--- config.mk ---
export PLATFORM = sky130hd
export DESIGN_NAME = rom_regs
export DESIGN_NICKNAME = d
export VERILOG_FILES = /design/src/hdl/rom_pkg.sv /design/src/hdl/rom_rate_decode.sv /design/src/hdl/rom_regs.sv
export SDC_FILE = /design/constraint.sdc
export NUM_CORES = 1
export LEC_CHECK = 0
export BUFFER_PORTS_ARGS = -buffer_cell sky130_fd_sc_hd__buf_2
export CORE_ASPECT_RATIO = 1.5
export CORE_MARGIN = 5
export CORE_UTILIZATION = 45
export DETAILED_ROUTE_END_ITERATION = 16
export HOLD_SLACK_MARGIN = 0.1
export PLACE_DENSITY = 0.74
export RECOVER_POWER = 50
export REMOVE_ABC_BUFFERS = 1
export SYNTH_ARGS = -nofsm -noshare
export SYNTH_HDL_FRONTEND = slang
export SYNTH_SLANG_ARGS = --single-unit
--- constraint.sdc ---
create_clock -name i_mclk -period 1.5 [get_ports i_mclk]
set_clock_uncertainty 0.1 [all_clocks]
set_input_delay 0.15 -clock i_mclk [delete_from_list [all_inputs] [get_ports i_mclk]]
set_output_delay 0.15 -clock i_mclk [all_outputs]
set_load 0.01 [all_outputs]
--- src/hdl/rom_pkg.sv ---
// constants shared by the reader operation mode register bank
package rom_pkg;
    // register addresses and widths
    localparam int         ADDR_W          = 6;
    localparam int         DATA_W          = 8;
    localparam logic [5:0] ADDR_OP_CTRL    = 6'h02;
    localparam logic [5:0] ADDR_MODE_DEF   = 6'h03;
    localparam logic [5:0] ADDR_RATE_DEF   = 6'h04;
    // reset values
    localparam logic [7:0] RST_OP_CTRL     = 8'h00;
    localparam logic [7:0] RST_MODE_DEF    = 8'h08;
    localparam logic [7:0] RST_RATE_DEF    = 8'h00;
    // operation control fields
    localparam int         OP_READY_BIT    = 7;
    localparam int         OP_RX_ON_BIT    = 6;
    localparam int         OP_ONE_CHAN_BIT = 5;
    localparam int         OP_MANUAL_BIT   = 4;
    localparam int         OP_TX_ON_BIT    = 3;
    localparam int         OP_WAKEUP_BIT   = 2;
    localparam logic [7:0] OP_USED_MASK    = 8'hFC;
    // mode definition fields
    localparam int         MD_TARGET_BIT   = 7;
    localparam int         MD_CODE_HI      = 6;
    localparam int         MD_CODE_LO      = 3;
    localparam int         MD_AUTO_CA_BIT  = 0;
    localparam logic [7:0] MD_USED_MASK    = 8'hF9;
    // bit rate fields
    localparam int         BR_TX_HI        = 7;
    localparam int         BR_TX_LO        = 4;
    localparam int         BR_RX_HI        = 3;
    localparam int         BR_RX_LO        = 0;
    // initiator protocol codes
    localparam logic [3:0] INI_P2P_ACTIVE  = 4'h0;
    localparam logic [3:0] INI_TYPE_A      = 4'h1;
    localparam logic [3:0] INI_TYPE_B      = 4'h2;
    localparam logic [3:0] INI_PROP_CARD   = 4'h3;
    localparam logic [3:0] INI_TYPE1_TAG   = 4'h4;
    localparam logic [3:0] INI_SUBC_STREAM = 4'hE;
    localparam logic [3:0] INI_BPSK_STREAM = 4'hF;
    // target protocol codes
    localparam logic [3:0] TGT_P2P_DETECT  = 4'h0;
    localparam logic [3:0] TGT_P2P_NORMAL  = 4'h1;
    // rate codes, carrier divided by 128 down to 2
    localparam logic [3:0] RATE_FC128      = 4'h0;
    localparam logic [3:0] RATE_FC16       = 4'h3;
    localparam logic [3:0] RATE_FC8        = 4'h4;
    localparam logic [3:0] RATE_FC4        = 4'h5;
    localparam logic [3:0] RATE_FC2        = 4'h6;
    // one-hot protocol selection, one bit per supported mode
    typedef enum logic [8:0] {
        ROM_PROTO_NONE     = 9'h000,
        ROM_PROTO_INI_P2P  = 9'h001,
        ROM_PROTO_INI_A    = 9'h002,
        ROM_PROTO_INI_B    = 9'h004,
        ROM_PROTO_INI_PROP = 9'h008,
        ROM_PROTO_INI_T1   = 9'h010,
        ROM_PROTO_INI_SUBC = 9'h020,
        ROM_PROTO_INI_BPSK = 9'h040,
        ROM_PROTO_TGT_DET  = 9'h080,
        ROM_PROTO_TGT_NORM = 9'h100
    } rom_proto_t;
endpackage

--- src/hdl/rom_rate_decode.sv ---
// decodes one four-bit rate code into a one-hot carrier fraction
`timescale 1ns/1ps
module rom_rate_decode
    import rom_pkg::*;
(
    input  wire logic [3:0] i_code,       // four-bit rate code
    output logic      [6:0] o_fraction,   // one-hot fc/128 .. fc/2
    output logic            o_very_high,  // code above fc/16
    output logic            o_valid       // code is defined
);
    // codes 0..6 map to fc/128 .. fc/2; all others unused
    always_comb
    begin
        o_fraction  = 7'h00;
        o_valid     = (i_code <= RATE_FC2);
        o_very_high = o_valid && (i_code >= RATE_FC8);
        if (o_valid)
        begin
            o_fraction = 7'(7'h01 << i_code[2:0]);
        end
    end
endmodule

--- src/hdl/rom_regs.sv ---
// operation control, mode definition and bit rate register bank
// Summary of operation
// - bit 7 enables oscillator, regulator (ready)
// - bit 6 enables receive operation
// - bit 5 zero: both channels; one: picked
// - bit 4 chooses automatic or manual selection
// - bit 3 enables transmit; field-on sets it
// - active peer mode clears transmit after send
// - bit 2 enters wake-up mode
// - operation control defaults only at power-up
// - mode bit 7 picks initiator or target
// - initiator protocol codes decode as listed
// - target codes: detect-rate or normal peer
// - unsupported protocol code disables tx and rx
// - bit 0 starts collision avoidance on field-off
// - mode and rate default on set-default, 08h and 00h
// - rate bits 7:4 transmit, 3:0 receive
// - rate codes decode to fc/128 .. fc/2
// - very high tx only type B; rx fc/4
// - unsupported rate code disables tx and rx
// - go-normal command loads detected bit rate
`timescale 1ns/1ps
module rom_regs
    import rom_pkg::*;
#(
    parameter int ADDR_WIDTH = rom_pkg::ADDR_W,  // register address bits
    parameter int DATA_WIDTH = rom_pkg::DATA_W   // register data bits
)
(
    input  wire logic                  i_mclk,           // device clock
    input  wire logic                  i_arst_n,         // power-up reset
    input  wire logic                  i_wr_en,          // register write
    input  wire logic [ADDR_WIDTH-1:0] i_addr,           // register address
    input  wire logic [DATA_WIDTH-1:0] i_wdata,          // write data
    output logic      [DATA_WIDTH-1:0] o_rdata,          // read data
    input  wire logic                  i_set_default,    // set-default cmd
    input  wire logic                  i_field_on_cmd,   // field-on cmd
    input  wire logic                  i_tx_done,        // transmit finished
    input  wire logic                  i_go_normal_cmd,  // go normal peer
    input  wire logic [3:0]            i_detected_rate,  // detected rate
    input  wire logic                  i_ext_field_off,  // ext field gone
    input  wire logic                  i_channel_pick,   // channel pick bit
    output logic                       o_ready_mode,     // osc + regulator
    output logic                       o_rx_enable,      // receiver active
    output logic                       o_tx_enable,      // transmitter on
    output logic                       o_am_active,      // AM channel on
    output logic                       o_pm_active,      // PM channel on
    output logic                       o_auto_chan_sel,  // auto selection
    output logic                       o_wakeup_mode_on, // wake-up mode
    output logic                       o_target_role,    // target role
    output rom_pkg::rom_proto_t        o_protocol,       // one-hot protocol
    output logic [6:0]                 o_tx_fraction,    // tx carrier frac
    output logic [6:0]                 o_rx_fraction,    // rx carrier frac
    output logic                       o_config_bad,     // tx/rx disabled
    output logic                       o_collision_start // start RFCA pulse
);
    // the address map and the eight-bit fields live in the package, so
    // any other width would silently lose bits; refuse it up front
    if (ADDR_WIDTH != ADDR_W || DATA_WIDTH != DATA_W)
    begin : g_width_check
        $error("rom_regs: width parameters must match the package");
    end

    // all state of the bank, held in one record so the reset branch
    // and the next-state logic cannot drift apart field by field
    typedef struct packed {
        logic [7:0] op_ctrl;
        logic [7:0] mode_def;
        logic [7:0] rate_def;
        logic [7:0] rdata;
        logic       field_off_d;
        logic       ca_start;
        logic       rx_en;
        logic       tx_en;
        logic       am_on;
        logic       pm_on;
        logic       auto_sel;
        rom_proto_t proto;
        logic [6:0] tx_frac;
        logic [6:0] rx_frac;
        logic       bad;
    } rom_state_t;

    // registered state and its next value
    rom_state_t st_ff;
    rom_state_t nxt_st;

    // protocol decode results
    logic [3:0] code;
    logic       peer_mode;
    // rate decode results
    logic [3:0] tx_code;
    logic [3:0] rx_code;
    logic [6:0] tx_frac;
    logic [6:0] rx_frac;
    logic       tx_vh;
    logic       rx_vh;
    logic       tx_ok;
    logic       rx_ok;
    logic       proto_ok;
    logic       rate_ok;
    rom_proto_t proto;

    // fields picked out of the stored registers
    assign code    = st_ff.mode_def[MD_CODE_HI:MD_CODE_LO];
    // only the active peer modes give the transmitter back on their own
    assign peer_mode = (proto == ROM_PROTO_INI_P2P)
                       || (proto == ROM_PROTO_TGT_DET)
                       || (proto == ROM_PROTO_TGT_NORM);
    assign tx_code = st_ff.rate_def[BR_TX_HI:BR_TX_LO];
    assign rx_code = st_ff.rate_def[BR_RX_HI:BR_RX_LO];

    // one decoder per rate direction; both see the raw nibble, so an
    // unused code shows up as an all-zero fraction as well as a flag
    rom_rate_decode u_tx_rate
    (
        .i_code      (tx_code),
        .o_fraction  (tx_frac),
        .o_very_high (tx_vh),
        .o_valid     (tx_ok)
    );

    rom_rate_decode u_rx_rate
    (
        .i_code      (rx_code),
        .o_fraction  (rx_frac),
        .o_very_high (rx_vh),
        .o_valid     (rx_ok)
    );

    // protocol decode depends on the role bit; a code that the role
    // does not list falls to none and gates both directions
    always_comb
    begin
        proto = ROM_PROTO_NONE;
        if (st_ff.mode_def[MD_TARGET_BIT])
        begin
            case (code)
                TGT_P2P_DETECT: proto = ROM_PROTO_TGT_DET;
                TGT_P2P_NORMAL: proto = ROM_PROTO_TGT_NORM;
                default:        proto = ROM_PROTO_NONE;
            endcase
        end
        else
        begin
            case (code)
                INI_P2P_ACTIVE:  proto = ROM_PROTO_INI_P2P;
                INI_TYPE_A:      proto = ROM_PROTO_INI_A;
                INI_TYPE_B:      proto = ROM_PROTO_INI_B;
                INI_PROP_CARD:   proto = ROM_PROTO_INI_PROP;
                INI_TYPE1_TAG:   proto = ROM_PROTO_INI_T1;
                INI_SUBC_STREAM: proto = ROM_PROTO_INI_SUBC;
                INI_BPSK_STREAM: proto = ROM_PROTO_INI_BPSK;
                default:         proto = ROM_PROTO_NONE;
            endcase
        end
        proto_ok = (proto != ROM_PROTO_NONE);
    end

    // rate legality; very high rx only at fc/4, tx only for type B
    // the check reads the decoded protocol, so a mode change alone can
    // turn a stored rate bad without any write to the rate register
    always_comb
    begin
        rate_ok = tx_ok && rx_ok;
        if (tx_vh && (proto != ROM_PROTO_INI_B))
        begin
            rate_ok = 1'b0;
        end
        if (rx_vh && (rx_code != RATE_FC4))
        begin
            rate_ok = 1'b0;
        end
    end

    // next-state: register writes, command side effects, decode
    // later assignments win: a command overrides a host write in the
    // same cycle, go-normal overrides set-default on the rate register,
    // and field-on overrides the tx-done clear so a fresh field is kept
    always_comb
    begin
        nxt_st = st_ff;
        // host writes; unused bits stored as zero, while the rate
        // register keeps all eight bits so a bad code reads back as is
        if (i_wr_en)
        begin
            case (i_addr)
                ADDR_OP_CTRL:
                    nxt_st.op_ctrl = i_wdata & OP_USED_MASK;
                ADDR_MODE_DEF:
                    nxt_st.mode_def = i_wdata & MD_USED_MASK;
                ADDR_RATE_DEF:
                    nxt_st.rate_def = i_wdata;
                default:
                    nxt_st = nxt_st;
            endcase
        end
        // operation control is not touched by set-default; it keeps
        // the power state, which a mode reset must not drop
        if (i_set_default)
        begin
            nxt_st.mode_def = RST_MODE_DEF;
            nxt_st.rate_def = RST_RATE_DEF;
        end
        // detected rate copied to both directions; the detector reports
        // one code, so receive and transmit start out equal
        if (i_go_normal_cmd)
        begin
            nxt_st.rate_def = {i_detected_rate, i_detected_rate};
        end
        // the tx-done clear yields to a field-on in the same cycle
        if (i_tx_done && peer_mode)
        begin
            nxt_st.op_ctrl[OP_TX_ON_BIT] = 1'b0;
        end
        // field-on sets the transmitter bit after any clear above
        if (i_field_on_cmd)
        begin
            nxt_st.op_ctrl[OP_TX_ON_BIT] = 1'b1;
        end
        // field-off edge detector, input from same clock domain; the
        // delayed copy resets low, which is safe because the enable bit
        // resets low too and no false start can follow reset
        nxt_st.field_off_d = i_ext_field_off;
        nxt_st.ca_start = st_ff.mode_def[MD_AUTO_CA_BIT]
                          && i_ext_field_off
                          && !st_ff.field_off_d;
        // registered decode outputs; the stored bits are kept as written,
        // only the enables are gated, so a fixed setting needs no rewrite
        nxt_st.bad = !(proto_ok && rate_ok);
        nxt_st.rx_en = st_ff.op_ctrl[OP_RX_ON_BIT]
                       && proto_ok && rate_ok;
        nxt_st.tx_en = st_ff.op_ctrl[OP_TX_ON_BIT]
                       && proto_ok && rate_ok;
        // one channel: the pick bit chooses AM (0) or PM (1); auto
        // selection is meaningless then and is forced off
        if (st_ff.op_ctrl[OP_ONE_CHAN_BIT])
        begin
            nxt_st.am_on    = !i_channel_pick;
            nxt_st.pm_on    = i_channel_pick;
            nxt_st.auto_sel = 1'b0;
        end
        else
        begin
            nxt_st.am_on    = 1'b1;
            nxt_st.pm_on    = 1'b1;
            nxt_st.auto_sel = !st_ff.op_ctrl[OP_MANUAL_BIT];
        end
        // the one-hot code makes every mode a single bit to test
        nxt_st.proto   = proto;
        nxt_st.tx_frac = tx_frac;
        nxt_st.rx_frac = rx_frac;
        // read data, unmapped addresses read zero; one cycle of latency
        // keeps the read path a plain flop behind the address decode
        case (i_addr)
            ADDR_OP_CTRL:  nxt_st.rdata = st_ff.op_ctrl;
            ADDR_MODE_DEF: nxt_st.rdata = st_ff.mode_def;
            ADDR_RATE_DEF: nxt_st.rdata = st_ff.rate_def;
            default:       nxt_st.rdata = 8'h00;
        endcase
    end

    // only power-up reset defaults operation control; the derived
    // outputs reset to what the default mode and rate decode to, so
    // nothing glitches on the first edge after release
    always_ff @(posedge i_mclk or negedge i_arst_n)
    begin
        if (!i_arst_n)
        begin
            st_ff          <= '0;
            st_ff.op_ctrl  <= RST_OP_CTRL;
            st_ff.mode_def <= RST_MODE_DEF;
            st_ff.rate_def <= RST_RATE_DEF;
            st_ff.am_on    <= 1'b1;
            st_ff.pm_on    <= 1'b1;
            st_ff.auto_sel <= 1'b1;
            st_ff.proto    <= ROM_PROTO_INI_A;
            st_ff.tx_frac  <= 7'h01;
            st_ff.rx_frac  <= 7'h01;
        end
        else
        begin
            st_ff <= nxt_st;
        end
    end

    // outputs straight from flip-flops; role and the two direct bits
    // follow the register, the decoded ones trail it by one cycle
    assign o_rdata           = st_ff.rdata;
    assign o_ready_mode      = st_ff.op_ctrl[OP_READY_BIT];
    assign o_wakeup_mode_on  = st_ff.op_ctrl[OP_WAKEUP_BIT];
    assign o_rx_enable       = st_ff.rx_en;
    assign o_tx_enable       = st_ff.tx_en;
    assign o_am_active       = st_ff.am_on;
    assign o_pm_active       = st_ff.pm_on;
    assign o_auto_chan_sel   = st_ff.auto_sel;
    assign o_target_role     = st_ff.mode_def[MD_TARGET_BIT];
    assign o_protocol        = st_ff.proto;
    assign o_tx_fraction     = st_ff.tx_frac;
    assign o_rx_fraction     = st_ff.rx_frac;
    assign o_config_bad      = st_ff.bad;
    assign o_collision_start = st_ff.ca_start;
endmodule

==> flow_summary.yaml, run 1 <==
pwr:
  max-vdd-ir-drop_uv: 732.6
  p_per_area_nw_per_um2: 1036
  p_leak_nw: 1.620
logic_synthesis:
  yosysTopAreaCell: "dfrtp_1"
  synth_top_area_share_pct: 49.41
  synth_compound_area_share_pct: 10.78
  yosysWarnings: 0
  netlist-cell-type-count: 38
  syn_inst: 229
  synth_xor_xnor_area_share_pct: 0
  ys.flop_type: "dfrtp_1"
  synth-edff-count: 0
  async_flop_share_pct: 100.0
  yosysSeqAreaShare_pct: 56.39
  synth_area_sq_um: 2634
  synthTopCellsByArea: "dfrtp_1, buf_4, dfstp_2, mux2_2, nor2_1"
  yosys.area_share.simple_pct: 16.25
  yosys.area_share.adder_pct: 0
  ys_seq_elements: 59
  synth_mux_area_share_pct: 5.558
  syn_area_per_cell_sq_um: 11.50
  synth_top_family_by_area: "simple AND/OR/NAND/NOR gates"
placed_design:
  dp_hpwl_microns: 4245
  gp_congestion: 0.9237
  dpl.cell_count: 348
  io_buffers: 67
die:
  rows: 34
  core_sq_um: 5743
  start_util_pct: 45.86
  fp.dieH_microns: 103.7
  io_pins: 68
  die_w_microns: 72.47
  dieArea_sq_um: 7515
sta:
  tightest_slew_ns: 0.8851
  drv_slew: 0
  period_needed_ns: 1.480
  hold_violations: 0
  setup_viol: 0
  timing.fmax_ghz: 0.6757
  period_share_pct: 98.66
  slew_headroom_pct: 40.86
  holdWs_ns: 0.1718
worst_setup_path:
  cp-start-kind: "register"
  worstPathArrival_ns: 1.65
  crit_fanout: 3
  critPathSlowestCell: "or3_4"
  crit_chain: "or3_4 > o31ai_2 > buf_4 > and4_1"
  cp.required_ns: 1.67
  crit_path_max_incr_delay_ns: 0.41
  end_kind: "register"
  r2r_cells: 4
  worstSetupPathType: "reg -> reg"
clock_tree:
  cts_tree: "yes"
  cts-root-buf: "clkbuf_8"
  cts_buffers: 9
  clk_pin_slew_worst_paths_ns: 0.06
  clkSinkCount: 59
  clock_path_buffers: 2
  insertion_delay_ns: 0.33
  htree_levels: 3
route:
  drt_iter0_markers: 95
  wl_per_cell_microns: 15.22
  dr.pass1.iters: 4
  drc: 0
  drtAntennaViolNets: 0
  routed_via_density: 5.119
  wirelength_microns: 5874
  vias: 1976
global_routing:
  grt_usage_pct: 17.14
  grt_pass1_wl_microns: 9894
  grt_antenna_before_repair: 0
  grt_remaining_overflow: 0
  grt_max_degree: 60
  grt_pass1_vias: 2103
flow_run:
  cap_viol_max_count: 0
finish:
  finalNonFillerCells: 386
  fillCellCount: 497
  antenna_cells: 0
  post-route-util_pct: 58.19
  nets: 336
  area_delta_synth_final_pct: 26.89
  drive_gt1_share_pct: 39.49
min_path:
  holdPathStages: 4
  hold_path.class: "in -> reg"
status:
  status: "complete, no violations"
## worst max-delay path: cells and delay by family, from the launching register on
family          cells  cell delay [ns]
compound gates      1             0.21
flops               1             0.38
simple gates        2             0.59
buf+inv             1             0.15
## flip-flops by register name, summed over array words and instances (netlist names), 4 cells and up
name and count:
code 4, o_rx_fraction 7, rx_code 4, o_protocol 9, st_ff 10, o_rdata 8, o_tx_fraction 7
## cell usage in the layout (no fill, tap or decap), types with 2 or more instances in the layout
cell type and n:
buf_2 65, dfrtp_1 52, dlygate4sd3_1 21, buf_4 19, nor2_1 17, mux2_2 13
clkbuf_8 12, nor3_1 11, nand2b_1 10, clkbuf_1 8, nand3_1 7, a22o_1 7
dfstp_2 7, nand2_1 6, a22oi_1 6, o21ai_0 6, nor4_1 5, o2bb2ai_1 5
a21oi_1 5, nand3b_1 3, and4_1 3, nor2b_1 2, inv_1 2, nor3b_1 2
a211oi_1 2, clkinv_2 2
## power breakdown
group / total, mW / leakage, nW / switching, mW / internal, mW
registers: 1.74 / 0.770 / 0.0481 / 1.69
clock network: 1.28 / 0.0965 / 0.552 / 0.730
logic: 0.441 / 0.754 / 0.230 / 0.210
## metrics by stage
step | setup slack [ns] | setup TNS [ns] | power (mW) | cell area, sq um
after floorplan | -0.07259 | -0.6772 | 1.943 | 2351
after global placement | -0.02062 | -0.08630 | 2.171 | 2962
after detailed placement | -0.04437 | -0.4152 | 2.182 | 2962
after CTS | 0.01375 | 0 | 3.518 | 3359
after global routing | -0.01760 | -0.03337 | 3.628 | 3342
final | 0.02004 | 0 | 3.463 | 3342
## logic make-up after synthesis
logic type / count (synthesis)
AO/OA/AOI/OAI: 38
AND/OR/NAND/NOR: 74
multiplexers: 13
buffers and inverters: 45
flip-flops: 59
## synth_stat cells, types with 3 or more instances
cell and n:
dfstp_2 7, a22oi_1 6, nor3_1 11, clkbuf_1 10
a22o_1 7, mux2_2 13, a21oi_1 5, nor4_1 5
nand3b_1 3, dfrtp_1 52, buf_4 32, nand2_1 6
nor2_1 17, nand2b_1 10, and4_1 3, nand3_1 7
o21ai_0 6, o2bb2ai_1 5
## metal layers
metal / share of wire [%] / vias up / track usage, %
met4: 2.4 / 0 / 7.784
li1: - / 950 / -
met5: 0 / - / 0
met2: 54 / 69 / 30.18
met1: 37 / 944 / 18.38
met3: 6.6 / 13 / 4.942
## path summary, 6_finish.rpt
check | from | to | slack, ns
setup / recovery | code[2] | o_tx_enable | 0.02
hold / removal | i_addr[2] | st_ff[58] | 0.17
setup reg to reg | code[2] | o_tx_enable | 0.02
hold reg to reg | st_ff[30] | o_collision_start | 0.30
max in group asynchronous | i_arst_n | o_tx_fraction[6] | 0.37
min in group asynchronous | i_arst_n | st_ff[60] | 0.43
## area by class of cell
class / count / area [sq um] / area share, %
repair buffers: 112 / 708.2 / 21.19
well taps: 72 / 90.09 / 2.696
inverters: 2 / 7.507 / 0.2246
flip-flops and latches: 59 / 1485 / 44.44
clock buffers: 14 / 172.7 / 5.167
clock inverters: 2 / 10.01 / 0.2995
multi-input cells: 125 / 868.3 / 25.98
## repair_timing
item / CTS / global route
setup buffers: 0 / 1
endpoints found under the hold margin: 82 / 0
endpoints found under the setup margin: 3 / 3
resized for setup: 1 / 2
hold buffers: 21 / 0
pin swaps: 1 / 1
Power figures use the tool's default switching activity.
==> inputs of run 2 (changes only) <==
==> constraint.sdc (replaced) <==
create_clock -name i_mclk -period 1.35 [get_ports i_mclk]
set_clock_uncertainty 0.1 [all_clocks]
set_input_delay 0.135 -clock i_mclk [delete_from_list [all_inputs] [get_ports i_mclk]]
set_output_delay 0.135 -clock i_mclk [all_outputs]
set_load 0.01 [all_outputs]
==> run 2 against run 1 <==
- the flow now finishes with violations (negative setup slack)
- non-clock buffer count is 4 higher
- maximum frequency up 6.7%
- global-route usage is essentially flat
- critical endpoint is now o_rx_enable
- highest routed layer unchanged
==> flow_summary.yaml, run 2 (same netlist as run 1, synthesis figures left out) <==
finish:
  final_cell_area_sq_um: 3390
  largest_reg_flops: 10
  antenna_cells: 0
  drive_gt1_share_pct: 39.94
  area_delta_synth_final_pct: 28.69
  seqCellArea_sq_um: 1485
  final_common_cell: "buf_2"
  nets: 340
  multiInputGateArea_sq_um: 884.6
  fillCellCount: 491
  final_cell_mix: "buf_2, dfrtp_1, buf_4"
  top_register: "st_ff"
status:
  status: "finished, violations left"
  violations: "negative setup slack"
clock_tree:
  clk_pin_slew_worst_paths_ns: 0.06
  cts-root-buf: "clkbuf_8"
  cts_setup_buffers: 0
  cts_buffers: 9
  cts_tree: "yes"
  clkSinkCount: 59
  clock_path_buffers: 2
  insertion_delay_ns: 0.33
  htree_levels: 3
route:
  wl_per_cell_microns: 15.32
  drt_iter0_markers: 119
  vias: 2010
  drc: 0
  routed_via_density: 5.154
  drtAntennaViolNets: 0
  wirelength_microns: 5973
  dr.pass1.iters: 4
global_routing:
  grt_max_degree: 60
  grt_pass1_vias: 2077
  grt_remaining_overflow: 0
  grt_usage_pct: 17.13
  grt_antenna_before_repair: 0
  grt_pass1_wl_microns: 9929
worst_setup_path:
  cp-start-kind: "register"
  r2r_cells: 3
  rr_startpoint: "code[2]"
  end_kind: "register"
  cp.required_ns: 1.51
  r2r_end: "o_rx_enable"
  crit_fanout: 3
  reg2reg_slack_ns: -0.04
  worstPathArrival_ns: 1.55
  worstSetupPathType: "reg -> reg"
sta:
  drv_slew: 0
  holdWs_ns: 0.1159
  slew_headroom_pct: 43.32
  hold_violations: 0
  fin_ws_ns: -0.03737
  rsz0062_at_grt: "true"
  period_needed_ns: 1.387
  tightest_slew_ns: 0.8484
  setup_viol: 3
  period_share_pct: 102.8
  timing.fmax_ghz: 0.7208
placed_design:
  gp_congestion: 0.8737
  dp_hpwl_microns: 4339
  io_buffers: 67
  placed_area_sq_um: 3014
flow_run:
  cap_viol_max_count: 0
die:
  core_sq_um: 5743
  dieArea_sq_um: 7515
  fp.dieH_microns: 103.7
  io_pins: 68
  die_w_microns: 72.47
  rows: 34
  start_util_pct: 45.86
pwr:
  pwr-share-clk_pct: 38.2
  power_frac_comb_pct: 12.8
  power_mw: 3.944
  net-switching-power_mw: 0.9181
  p_leak_nw: 1.635
  swShare_pct: 23.28
  intPower_mw: 3.026
  p_per_area_nw_per_um2: 1163
  max-vdd-ir-drop_uv: 617.9
  seq_power_share_pct: 49.0
min_path:
  hold_path_end: "rx_code[3]"
  holdPathStages: 3
  hold_path.class: "in -> reg"
  worstHoldStart: "i_detected_rate[3]"
## run 2: cell types whose count changed in the layout (fill, tap and decap cells not counted)
cell | previous run | this run
o31ai_4 | 0 | 1
o311ai_1 | 1 | 0
o311ai_2 | 0 | 1
clkbuf_8 | 12 | 10
bufinv_16 | 0 | 1
buf_2 | 65 | 64
o31ai_2 | 1 | 0
buf_4 | 19 | 24
clkbuf_1 | 8 | 11
dlygate4sd3_1 | 21 | 20
clkinv_2 | 2 | 1
## run 2: through the flow
stage               util (%)  std cells  TNS [ns]  setup slack [ns]
floorplan                  -        186    -2.207           -0.2076
global placement       52.48        355    -2.823           -0.1415
detailed placement     52.48        355    -3.349           -0.1711
CTS                    59.56        391  -0.01595         -0.008914
global route           59.02        390   -0.5437          -0.09019
finish                 59.02        390  -0.09304          -0.03737
## run 2: worst max-delay path by stage
stage,start,end,slack [ns],cells past startpoint
floorplan,i_addr[3],rx_code[0],-0.21,3
global placement,code[3],o_tx_enable,-0.14,3
detailed placement,i_set_default,rx_code[3],-0.17,4
CTS,code[3],o_rx_enable,-0.009,3
global route,code[3],o_rx_enable,-0.09,3
finish,code[2],o_rx_enable,-0.04,3
## run 2: worst max-delay path, cell delays in order, from the launching register on
cell and delay [ns]:
dfrtp_1 0.39, or3_4 0.41, o31ai_4 0.22, and4_1 0.21
## run 2: power groups by stage
stage          combinational [mW]  clock, mW  sequential [mW]
6_report                    0.506       1.51             1.93
5_1_grt                     0.556       1.61             1.94
4_1_cts                     0.524       1.53             1.93
3_5_place_dp                0.475          0             1.96
3_3_place_gp                0.463          0             1.96
2_1_floorplan               0.152          0             2.01
## run 2: final cells by class
cell class | instances | area share, %
Clock buffer | 14 | 4.503
Clock inverter | 2 | 1.034
Inverter | 2 | 0.2215
Multi-Input combinational cell | 125 | 26.10
Sequential cell | 59 | 43.82
Tap cell | 72 | 2.658
Timing Repair Buffer | 116 | 21.67
## run 2: timing repair
action / 4_1_cts / 5_1_grt
hold buffers: 20 / 0
hold endpoints to repair: 81 / 0
pin swaps: 1 / 0
cloned: 0 / 0
gates resized for setup: 4 / 1
endpoints found under the setup margin: 3 / 3
## run 2: layer usage
layer / vias up / GRT usage, % / routed length, microns
met5: - / 0 / 0
met4: 0 / 8.179 / 180
met3: 15 / 4.554 / 415
met2: 90 / 29.73 / 3229
met1: 952 / 18.88 / 2148
li1: 953 / - / -
